==> src/mscd_pkg.sv <==
// mscd_pkg: register map, field positions, reset values and types
package mscd_pkg;

    // ------------------------------------------------------------
    // register indices; byte address is four times the index
    // ------------------------------------------------------------
    localparam logic [7:0] IDX_CLAMP_CLOCK = 8'h0F;
    localparam logic [7:0] IDX_OUTPUT_MODE = 8'h10;
    localparam logic [7:0] IDX_SYNC_STATUS = 8'h11;
    localparam logic [7:0] IDX_IF_CONTROL = 8'h12;
    localparam logic [7:0] IDX_IRQ_STATUS = 8'h20;
    localparam logic [7:0] IDX_IRQ_MASK = 8'h21;

    // ------------------------------------------------------------
    // field positions
    // ------------------------------------------------------------
    localparam int POS_CLAMP_SOURCE = 5;
    localparam int POS_CLAMP_POL = 4;
    localparam int POS_PIXCLK_SRC = 3;
    localparam int POS_CLAMP_RED = 2;
    localparam int POS_CLAMP_GREEN = 1;
    localparam int POS_CLAMP_BLUE = 0;
    localparam int POS_CLK_INVERT = 7;
    localparam int POS_PIX_SELECT = 6;
    localparam int POS_DRIVE_HI = 5;
    localparam int POS_DRIVE_LO = 4;
    localparam int POS_TRISTATE = 3;
    localparam int POS_SD_POL = 2;
    localparam int POS_HSYNC_DET = 7;
    localparam int POS_SOG_DET = 6;
    localparam int POS_VSYNC_DET = 5;
    localparam int POS_DCLK_DET = 4;
    localparam int POS_ACTIVE_IF = 3;
    localparam int POS_IF_OVERRIDE = 7;
    localparam int POS_IF_PRIORITY = 6;
    localparam int IRQ_BITS = 5;
    localparam int POS_IRQ_AI_CHANGE = 4;

    // ------------------------------------------------------------
    // reset values and timing
    // ------------------------------------------------------------
    localparam logic [7:0] RST_CLAMP_CLOCK = 8'h10;
    localparam logic [7:0] RST_OUTPUT_MODE = 8'h30;
    localparam logic [7:0] RST_IF_CONTROL = 8'h00;
    localparam logic [4:0] RST_IRQ_MASK = 5'h00;
    localparam int ACTIVITY_WINDOW_US = 500;
    localparam int CLK_MHZ = 200;
    localparam int ACTIVITY_WINDOW_CYCLES = ACTIVITY_WINDOW_US * CLK_MHZ;

    typedef enum logic [1:0] {
        DRIVE_LOW = 2'b00,
        DRIVE_MEDIUM = 2'b01,
        DRIVE_HIGH = 2'b10
    } mscd_drive_type;

    typedef enum logic [0:0] {
        BUS_IDLE = 1'b0,
        BUS_ACK = 1'b1
    } mscd_bus_state_type;

    typedef struct packed {
        logic data_clock_invert;
        logic two_pixels_per_clock;
        mscd_drive_type drive_level;
        logic output_tristate_control;
        logic pixel_clock_source_select;
        logic pll_divide_ratio_ignored;
        logic [2:0] clamp_midscale;
    } mscd_output_ctrl_type;

    function automatic mscd_drive_type drive_decode(input logic [1:0] f);
        if (!f[1]) begin
            return DRIVE_LOW;
        end else if (f[0]) begin
            return DRIVE_HIGH;
        end else begin
            return DRIVE_MEDIUM;
        end
    endfunction : drive_decode

endpackage : mscd_pkg

==> src/mscd_activity_detect.sv <==
// mscd_activity_detect: flags transitions of one input per window
`timescale 1ns/1ps
module mscd_activity_detect (
    input wire logic clk,
    input wire logic resetn,
    input wire logic sig,
    input wire logic window_tick,
    output logic detect
);
    logic sig_prev;
    logic seen;
    logic edge_now;
    logic primed;

    // no edge counts until one real sample is held: a line idling high
    // would otherwise look active in the first window after reset
    assign edge_now = primed & (sig ^ sig_prev);

    always_ff @(posedge clk or negedge resetn) begin
        if (!resetn) begin
            sig_prev <= 1'b0;
            primed <= 1'b0;
        end else begin
            sig_prev <= sig;
            primed <= 1'b1;
        end
    end

    // a level held high or low never makes an edge, so reads inactive
    always_ff @(posedge clk or negedge resetn) begin
        if (!resetn) begin
            seen <= 1'b0;
            detect <= 1'b0;
        end else if (window_tick) begin
            detect <= seen | edge_now;
            seen <= 1'b0;
        end else if (edge_now) begin
            seen <= 1'b1;
        end
    end
endmodule : mscd_activity_detect

==> src/mscd_mode_sync_ctrl.sv <==
// mscd_mode_sync_ctrl: mode registers, sync detection, interface choice
`timescale 1ns/1ps
// How it works
// - clamp polarity 0 clamps while clamp input high; 1 reverses; resets 1.
// - clock source 0 uses PLL from hsync; 1 uses external pin, divide ignored.
// - per-channel clamp reference bits red 2, green 1, blue 0; 1 is midscale.
// - data clock invert, digital only; default 0 launches on trailing edge.
// - pixel select 0 one pixel per clock even port; 1 splits even and odd.
// - drive field 11 high, 10 medium, 0x low; default 11.
// - three-state bit floats data and data clock outputs; default 0.
// - sync detect pin is 1 on activity with polarity 0, else inverted.
// - hsync detect reads 1 only when hsync toggles.
// - sync-on-green detect reads 1 on activity, video may trigger it.
// - vsync detect reads 1 only when vsync toggles.
// - digital clock detect reads 1 when the link clock toggles.
// - analog detected is any sync detect; digital is clock detect.
// - auto choice: analog 0, digital 1, both priority bit, none seek.
// - override forces the active interface to the priority bit.
// - external clamp used only when clamp source bit is 1.
// - override and priority bits reset to 0, analog wins by default.
module mscd_mode_sync_ctrl #(
    parameter int WINDOW_CYCLES = mscd_pkg::ACTIVITY_WINDOW_CYCLES
) (
    input wire logic clk,
    input wire logic resetn,
    input wire logic [9:0] avs_address,
    input wire logic avs_read,
    input wire logic avs_write,
    input wire logic [31:0] avs_writedata,
    output logic [31:0] avs_readdata,
    output logic avs_waitrequest,
    input wire logic hsync_in,
    input wire logic sog_in,
    input wire logic vsync_in,
    input wire logic digital_clock_in,
    input wire logic ext_clamp_in,
    input wire logic internal_clamp,
    output logic clamp_active,
    output mscd_pkg::mscd_output_ctrl_type out_ctrl,
    output logic sync_detect_pin,
    output logic active_interface_result,
    output logic seek_mode,
    output logic irq
);
    // ------------------------------------------------------------
    // registers and wires
    // ------------------------------------------------------------
    logic [7:0] clamp_reg;
    logic [7:0] mode_reg;
    logic [7:0] ifc_reg;
    logic [4:0] irq_status;
    logic [4:0] irq_mask;
    logic [3:0] det;
    logic [3:0] det_prev;
    logic ai_prev;
    logic [31:0] win_cnt;
    logic window_tick;
    mscd_pkg::mscd_bus_state_type bus_state;
    logic [7:0] idx;
    logic wr_ok;
    logic analog_det;
    logic digital_det;
    logic next_ai;
    logic next_seek;
    logic [7:0] status_byte;
    logic [4:0] irq_set;
    logic [31:0] next_rdata;

    assign idx = avs_address[9:2];
    assign wr_ok = avs_write && bus_state == mscd_pkg::BUS_ACK;

    // ------------------------------------------------------------
    // activity detection
    // ------------------------------------------------------------
    always_ff @(posedge clk or negedge resetn) begin
        if (!resetn) begin
            win_cnt <= 32'h0;
            window_tick <= 1'b0;
        end else if (win_cnt >= 32'(WINDOW_CYCLES - 1)) begin
            win_cnt <= 32'h0;
            window_tick <= 1'b1;
        end else begin
            win_cnt <= win_cnt + 32'h1;
            window_tick <= 1'b0;
        end
    end

    mscd_activity_detect u_hsync (
        .clk(clk), .resetn(resetn), .sig(hsync_in),
        .window_tick(window_tick), .detect(det[3])
    );
    // green video edges count too: no sync qualification here
    mscd_activity_detect u_sog (
        .clk(clk), .resetn(resetn), .sig(sog_in),
        .window_tick(window_tick), .detect(det[2])
    );
    mscd_activity_detect u_vsync (
        .clk(clk), .resetn(resetn), .sig(vsync_in),
        .window_tick(window_tick), .detect(det[1])
    );
    // clock is sampled as data, so it must run below half of clk
    mscd_activity_detect u_dclk (
        .clk(clk), .resetn(resetn), .sig(digital_clock_in),
        .window_tick(window_tick), .detect(det[0])
    );

    // ------------------------------------------------------------
    // active interface decision
    // ------------------------------------------------------------
    always_comb begin
        analog_det = det[3] | det[2] | det[1];
        digital_det = det[0];
        next_seek = 1'b0;
        if (ifc_reg[mscd_pkg::POS_IF_OVERRIDE]) begin
            next_ai = ifc_reg[mscd_pkg::POS_IF_PRIORITY];
        end else if (analog_det && digital_det) begin
            next_ai = ifc_reg[mscd_pkg::POS_IF_PRIORITY];
        end else if (digital_det) begin
            next_ai = 1'b1;
        end else if (analog_det) begin
            next_ai = 1'b0;
        end else begin
            next_ai = active_interface_result;
            next_seek = 1'b1;
        end
    end

    always_ff @(posedge clk or negedge resetn) begin
        if (!resetn) begin
            active_interface_result <= 1'b0;
            seek_mode <= 1'b0;
            sync_detect_pin <= 1'b0;
        end else begin
            active_interface_result <= next_ai;
            seek_mode <= next_seek;
            sync_detect_pin <= (analog_det | digital_det)
                ^ mode_reg[mscd_pkg::POS_SD_POL];
        end
    end

    // ------------------------------------------------------------
    // clamp and output controls
    // ------------------------------------------------------------
    always_ff @(posedge clk or negedge resetn) begin
        if (!resetn) begin
            clamp_active <= 1'b0;
        end else if (clamp_reg[mscd_pkg::POS_CLAMP_SOURCE]) begin
            clamp_active <= ext_clamp_in
                ^ clamp_reg[mscd_pkg::POS_CLAMP_POL];
        end else begin
            clamp_active <= internal_clamp;
        end
    end

    always_ff @(posedge clk or negedge resetn) begin
        if (!resetn) begin
            out_ctrl <= '0;
            out_ctrl.drive_level <= mscd_pkg::DRIVE_HIGH;
        end else begin
            out_ctrl.data_clock_invert <=
                mode_reg[mscd_pkg::POS_CLK_INVERT];
            out_ctrl.two_pixels_per_clock <=
                mode_reg[mscd_pkg::POS_PIX_SELECT];
            out_ctrl.drive_level <= mscd_pkg::drive_decode(
                mode_reg[mscd_pkg::POS_DRIVE_HI:mscd_pkg::POS_DRIVE_LO]);
            out_ctrl.output_tristate_control <=
                mode_reg[mscd_pkg::POS_TRISTATE];
            out_ctrl.pixel_clock_source_select <=
                clamp_reg[mscd_pkg::POS_PIXCLK_SRC];
            out_ctrl.pll_divide_ratio_ignored <=
                clamp_reg[mscd_pkg::POS_PIXCLK_SRC];
            out_ctrl.clamp_midscale <= clamp_reg[
                mscd_pkg::POS_CLAMP_RED:mscd_pkg::POS_CLAMP_BLUE];
        end
    end

    // ------------------------------------------------------------
    // bus slave: one wait cycle, then the access completes
    // ------------------------------------------------------------
    always_ff @(posedge clk or negedge resetn) begin
        if (!resetn) begin
            bus_state <= mscd_pkg::BUS_IDLE;
            avs_waitrequest <= 1'b1;
        end else begin
            case (bus_state)
                mscd_pkg::BUS_IDLE: begin
                    if (avs_read || avs_write) begin
                        bus_state <= mscd_pkg::BUS_ACK;
                        avs_waitrequest <= 1'b0;
                    end
                end
                mscd_pkg::BUS_ACK: begin
                    bus_state <= mscd_pkg::BUS_IDLE;
                    avs_waitrequest <= 1'b1;
                end
                default: begin
                    bus_state <= mscd_pkg::BUS_IDLE;
                    avs_waitrequest <= 1'b1;
                end
            endcase
        end
    end

    // writes to the status index fall through: nothing there is writable
    always_ff @(posedge clk or negedge resetn) begin
        if (!resetn) begin
            clamp_reg <= mscd_pkg::RST_CLAMP_CLOCK;
            mode_reg <= mscd_pkg::RST_OUTPUT_MODE;
            ifc_reg <= mscd_pkg::RST_IF_CONTROL;
            irq_mask <= mscd_pkg::RST_IRQ_MASK;
        end else if (wr_ok) begin
            if (idx == mscd_pkg::IDX_CLAMP_CLOCK) begin
                clamp_reg <= {2'b00, avs_writedata[5:0]};
            end else if (idx == mscd_pkg::IDX_OUTPUT_MODE) begin
                mode_reg <= {avs_writedata[7:2], 2'b00};
            end else if (idx == mscd_pkg::IDX_IF_CONTROL) begin
                ifc_reg <= {avs_writedata[7:6], 6'b000000};
            end else if (idx == mscd_pkg::IDX_IRQ_MASK) begin
                irq_mask <= avs_writedata[4:0];
            end
        end
    end

    always_comb begin
        status_byte = '0;
        status_byte[mscd_pkg::POS_HSYNC_DET] = det[3];
        status_byte[mscd_pkg::POS_SOG_DET] = det[2];
        status_byte[mscd_pkg::POS_VSYNC_DET] = det[1];
        status_byte[mscd_pkg::POS_DCLK_DET] = det[0];
        status_byte[mscd_pkg::POS_ACTIVE_IF] = active_interface_result;
        next_rdata = '0;
        if (idx == mscd_pkg::IDX_CLAMP_CLOCK) begin
            next_rdata[7:0] = clamp_reg;
        end else if (idx == mscd_pkg::IDX_OUTPUT_MODE) begin
            next_rdata[7:0] = mode_reg;
        end else if (idx == mscd_pkg::IDX_SYNC_STATUS) begin
            next_rdata[7:0] = status_byte;
        end else if (idx == mscd_pkg::IDX_IF_CONTROL) begin
            next_rdata[7:0] = ifc_reg;
        end else if (idx == mscd_pkg::IDX_IRQ_STATUS) begin
            next_rdata[4:0] = irq_status;
        end else if (idx == mscd_pkg::IDX_IRQ_MASK) begin
            next_rdata[4:0] = irq_mask;
        end
    end

    always_ff @(posedge clk or negedge resetn) begin
        if (!resetn) begin
            avs_readdata <= 32'h0;
        end else if (bus_state == mscd_pkg::BUS_IDLE && avs_read) begin
            avs_readdata <= next_rdata;
        end
    end

    // ------------------------------------------------------------
    // interrupts: new activity per input, active interface change
    // ------------------------------------------------------------
    always_comb begin
        irq_set = '0;
        irq_set[3:0] = det & ~det_prev;
        irq_set[mscd_pkg::POS_IRQ_AI_CHANGE] =
            active_interface_result ^ ai_prev;
    end

    // a set in the clearing cycle wins so no event is lost
    always_ff @(posedge clk or negedge resetn) begin
        if (!resetn) begin
            det_prev <= 4'h0;
            ai_prev <= 1'b0;
            irq_status <= 5'h00;
            irq <= 1'b0;
        end else begin
            det_prev <= det;
            ai_prev <= active_interface_result;
            if (wr_ok && idx == mscd_pkg::IDX_IRQ_STATUS) begin
                irq_status <= (irq_status & ~avs_writedata[4:0]) | irq_set;
            end else begin
                irq_status <= irq_status | irq_set;
            end
            irq <= |(irq_status & irq_mask);
        end
    end
endmodule : mscd_mode_sync_ctrl

==> config.mk <==
export PLATFORM = sky130hd
export DESIGN_NAME = mscd_mode_sync_ctrl
export DESIGN_NICKNAME = d
export VERILOG_FILES = /design/src/mscd_pkg.sv /design/src/mscd_activity_detect.sv /design/src/mscd_mode_sync_ctrl.sv
export SDC_FILE = /design/constraint.sdc
export NUM_CORES = 1
export LEC_CHECK = 0
export ABC_AREA = 1
export BUFFER_PORTS_ARGS = -buffer_cell sky130_fd_sc_hd__buf_2
export CAP_MARGIN = 30
export CORE_MARGIN = 2
export CORE_UTILIZATION = 35
export DETAILED_ROUTE_END_ITERATION = 10
export PLACE_DENSITY = 0.68
export SYNTH_ARGS = -nofsm -noshare
export SYNTH_HDL_FRONTEND = slang
export SYNTH_SLANG_ARGS = --single-unit
==> constraint.sdc <==
create_clock -name clk -period 1.7 [get_ports clk]
set_clock_uncertainty 0.15 [all_clocks]
set_input_delay 0.085 -clock clk [delete_from_list [all_inputs] [get_ports clk]]
set_output_delay 0.085 -clock clk [all_outputs]
set_load 0.005 [all_outputs]
* Word level (Yosys, flattened, before mapping)
Index checks and enable logic that the tools add are counted.
Operators by class: muxes and demuxes 33, magnitude comparators 1, add/subtract/negate cells 1, bitwise operators 29, reductions and logical operators 15, shifts and indexed selects 0, equal/unequal tests 7, divide/modulo/power cells 0, multiply operators 0
Operator list (count):
- $add 32x1->32 const B | 1
- $ge 32x17->1 const B | 1
- $mux 32 | 1
- $eq 8x5->1 const B | 3
- $mux 8 | 3
- $mux 1 | 20
- $mux 5 | 4
- $eq 8x6->1 const B | 2
- $and 5x5->5 | 2
- $or 5x5->5 | 2
- $eq 8x4->1 const B | 1
- $reduce_bool 2->1 | 4
- $or 1x1->1 | 7
- $xor 1x1->1 | 7
- $not 5->5 | 1
- $reduce_and 5->1 | 1
- $reduce_or 5->1 | 1
- $and 1x1->1 | 4
- $and 4x4->4 | 1
- $logic_and 1x1->1 | 4
- $mux 2 | 2
- $not 1->1 | 4
- $not 4->4 | 1
- $pmux 1 s2 | 2
- other kinds (7) | 7
Storage, ports and cells: flip-flop bits (word level) 99, memory bits (writable) 0, bits in latches 0, ROM bits 0, memories kept 0, output and inout port bits 48, bits of input ports 52

* Longest topological paths before layout
word-level depth 7, depth in mapped cells 10

* Modules after synthesis
A second synthesis with hierarchy kept.
Second synthesis, totals: cells, all modules 499, area, all modules 4556.9 µm²
Modules (own cells, without submodules):
- mscd_mode_sync_ctrl | area each 3931.3 µm², cells an instance 431, instances 1, seq. area each 2158.3 µm²
- mscd_activity_detect | area each 156.4 µm², cells an instance 17, instances 4, seq. area each 100.1 µm²

* Worst setup path after synthesis
Ideal clock, no wire load.
path type reg-to-reg, from register win_cnt[0], to register win_cnt[6], stages on the path, launching flop included 10, data arrival time 1210 ps, slack 219 ps, path buffers 1, data required time 1429 ps, setup time 121 ps, period minus slack after synthesis 1481 ps, cells stage by stage dfrtp_1 ha_1 nand2_1 o21ai_0 nand3_1 nand2_1 nand2_2 nand2_4 buf_6 nor2_1
On the way: longest elaborated chain between the ends 2
RTL lines:
- start: declaration | RTL line mscd_mode_sync_ctrl.sv:56 | logic [31:0] win_cnt;
- start signal: assignment | RTL line mscd_mode_sync_ctrl.sv:83 | win_cnt <= win_cnt + 32'h1;
- $add 32x1->32 / $ge 32x17->1 (equally long branches) | RTL line mscd_mode_sync_ctrl.sv:83, mscd_mode_sync_ctrl.sv:79
- $mux 32 * | RTL line mscd_mode_sync_ctrl.sv:79 | end else if (win_cnt >= 32'(WINDOW_CYCLES - 1)) begin
Mark *: on every way between the ends. The rest lies on a longest branch, timed or not. A chain may end at the register's enable or synchronous reset.

* Final worst setup path
from register win_cnt[5], to register win_cnt[15]
The elaborated chain is that of the path after synthesis.

==> impl_metrics.env <==
export IMPL_vias_in_the_first_global_route=3004
export IMPL_die_area_mm2=0.0132
export IMPL_floorplan_core_area_mm2=0.0120
export IMPL_post_place_ws_ps=74.4
export IMPL_critical_path_peak_fanout=4
export IMPL_min_path_type="in2reg"
export IMPL_setup_ws_ps=130
export IMPL_fin_nets=605
export IMPL_clock_root_buffer="sky130_fd_sc_hd__clkbuf_16"
export IMPL_netlist_cell_type_count=36
export IMPL_cts_post_setup_buffers_inserted=0
export IMPL_timing_reg2reg_worst_path_depth=7
export IMPL_drt_total_wl_um=7900
export IMPL_synth_sequential_area_ratio=0.575
export IMPL_cap_viol_max_count=0
export IMPL_registers_with_the_highest_flip_flop_counts="win_cnt (32), out_ctrl (9), avs_readdata (8)"
export IMPL_outcome="finished clean"
export IMPL_tritoncts_num_buffers=9
export IMPL_synth_cells=461
export IMPL_initial_core_util=0.360
export IMPL_floorplan_rows=40
export IMPL_groute_usage_overall=0.129
export IMPL_postSynth_topFlopCell="sky130_fd_sc_hd__dfrtp_1"
export IMPL_rrSetupSlack_ps=130
export IMPL_synth_edff_count=0
export IMPL_gp_congestion=0.821
export IMPL_drive_above_1_share=0.205
export IMPL_achievable_frequency_ghz=0.637
export IMPL_final_setup_viol_count=0
export IMPL_antenna_found_initial=0
export IMPL_whs_endpoint="avs_readdata[2]"
export IMPL_drc_errors=0
export IMPL_cts_tree="yes"
export IMPL_async_flop_share=1.00
export IMPL_die_y_um=115
export IMPL_detailedPlacementHpwl_um=5990
export IMPL_worst_r2r_endpoint="win_cnt[15]"
export IMPL_min_path_cells=6
export IMPL_area_growth_synth_to_final_pct=20.9
export IMPL_slew_viol_final=0
export IMPL_detailedRoute_firstIterationViolations=144
export IMPL_synth_warnings=0
export IMPL_pin_count_of_the_biggest_net_entering_global_routing=36
export IMPL_post_synth_instance_area_mm2=0.00432
export IMPL_buffer_levels_on_the_longest_clock_path=2
export IMPL_mostFrequentLayoutCells="98 x sky130_fd_sc_hd__nand2_1, 94 x sky130_fd_sc_hd__dfrtp_1, 59 x sky130_fd_sc_hd__nor2_1, 48 x sky130_fd_sc_hd__buf_2, 46 x sky130_fd_sc_hd__inv_1"
export IMPL_finalCritPeriodShare=0.924
export IMPL_insertion_delay_ps=340
export IMPL_power_density_mw_per_mm2=922
export IMPL_min_from="avs_address[6]"
export IMPL_cts_h_tree_depth=3
export IMPL_final_hold_viol_count=0
export IMPL_setup_worst_path_end_class="flip-flop"
export IMPL_timing_critical_path_from_type="flip-flop"
export IMPL_timing_setup_critical_path_class="reg2reg"
export IMPL_mostFrequentLayoutCell="sky130_fd_sc_hd__nand2_1"
export IMPL_arrival_ps=1650
export IMPL_avgViaCountPerCell=4.39
export IMPL_drtPass1Iterations=5
export IMPL_antenna_diode_count=0
export IMPL_peakVddDrop_uv=694
export IMPL_finalCriticalPeriod_ps=1570
export IMPL_clkSinkCount=99
export IMPL_drt_antenna_violating_nets=0
export IMPL_synth_seq_cells=99
export IMPL_port_buffers=49
export IMPL_avgSynthCellArea_um2=9.37
export IMPL_critical_path_required_ps=1770
export IMPL_detail_route_wl_per_cell_um=11.2
export IMPL_hold_ws_ps=81.5
export IMPL_critical_path_reg2reg_startpoint="win_cnt[5]"
export IMPL_totalNegativeSetupSlack_ps=0
export IMPL_chipWidth_um=115
export IMPL_largest_register_ff_count=32
export IMPL_clock_pin_slew_reported_for_the_worst_setup_and_hold_paths_after_clock_tree_synthesis_ps=70
export IMPL_via_count=3093
export IMPL_max_flop_register="win_cnt"
export IMPL_crit_start="win_cnt[5]"
export IMPL_grt_ovfl_total=0
export IMPL_grt_first_pass_wirelength_um=13400
export IMPL_io_pins=100
export IMPL_total_leakage_power_nw=2.46
-- how the worst max path moves through the flow --
stage / end / slack, ps / cells after the start
final: win_cnt[15] / 130 / 7
after global routing: win_cnt[12] / -4 / 7
after CTS: win_cnt[14] / 30 / 8
after detailed placement: win_cnt[14] / 70 / 8
after global placement: win_cnt[14] / 110 / 8
after floorplan: win_cnt[6] / 220 / 9
-- logic make-up (layout without fill, tap and decap cells) --
group	count (synthesis)	in the layout	synth area share
compound gates	55	55	0.0742
xor+xnor	15	15	0.0304
fa+ha+maj	1	1	0.00290
buf+inv	76	134	0.0930
flops	99	99	0.575
other cells	2	40	0.00174
simple gates	213	213	0.223
-- Yosys cell counts (5+ instances only) --
| master | number | area [µm²] |
|---|---|---|
| sky130_fd_sc_hd__dfstp_2 | 5 | 131 |
| sky130_fd_sc_hd__nor3_1 | 5 | 25.0 |
| sky130_fd_sc_hd__o21ai_2 | 6 | 52.6 |
| sky130_fd_sc_hd__nand2_1 | 99 | 372 |
| sky130_fd_sc_hd__or2_2 | 5 | 31.3 |
| sky130_fd_sc_hd__buf_4 | 25 | 188 |
| sky130_fd_sc_hd__nand4_1 | 6 | 37.5 |
| sky130_fd_sc_hd__a31oi_1 | 5 | 31.3 |
| sky130_fd_sc_hd__o21ai_0 | 25 | 125 |
| sky130_fd_sc_hd__nor2_1 | 63 | 236 |
| sky130_fd_sc_hd__dfrtp_1 | 94 | 2350 |
| sky130_fd_sc_hd__nor2_4 | 5 | 56.3 |
| sky130_fd_sc_hd__nand2_2 | 5 | 31.3 |
| sky130_fd_sc_hd__a21oi_1 | 10 | 50.1 |
| sky130_fd_sc_hd__inv_1 | 46 | 173 |
| sky130_fd_sc_hd__nand3_1 | 14 | 70.1 |
| sky130_fd_sc_hd__xor2_1 | 12 | 105 |
-- metrics by stage --
stage,std cells,total power [mW],util,cell area [µm²]
final,704,4.81,0.435,5220
after global routing,704,5.04,0.435,5220
after CTS,704,4.89,0.432,5190
after detailed placement,671,2.86,0.394,4730
after global placement,671,2.85,0.394,4730
after floorplan,499,2.72,-,4460
-- layer usage --
metal,vias up,GRT usage,wire (µm)
met1,1439,0.147,3340
li1,1574,-,-
met2,73,0.229,4090
met3,7,0.0496,416
met5,-,0,0
met4,0,0.0289,47
-- timing repair --
item,CTS,global route
setup endpoints to repair,0,17
resized for setup,0,9
hold buffers,17,0
hold endpoints to repair,131,0
-- power breakdown --
group          total (mW)  internal [mW]  switching [mW]
Sequential           2.50           2.45          0.0490
Clock                1.97           1.13           0.833
Combinational       0.342          0.146           0.196
Total                4.81           3.73            1.08
-- critical path: stages, from the launching register on --
cell and delay, ps:
sky130_fd_sc_hd__dfrtp_1 400, sky130_fd_sc_hd__nand2_1 130, sky130_fd_sc_hd__nor2_1 150, sky130_fd_sc_hd__nand3b_1 190, sky130_fd_sc_hd__nor2_2 200, sky130_fd_sc_hd__nand3_1 100, sky130_fd_sc_hd__nand3_1 90, sky130_fd_sc_hd__nor2_1 40
-- layout make-up --
type | instances | area, µm²
Clock buffer | 9 | 225
Inverter | 47 | 176
Multi-Input combinational cell | 324 | 1610
Timing Repair Buffer | 71 | 480
Tap cell | 147 | 184
Fill cell | 1153 | 6790
Clock inverter | 7 | 66.3
Sequential cell | 99 | 2480
(Power assumes the default switching activity.)
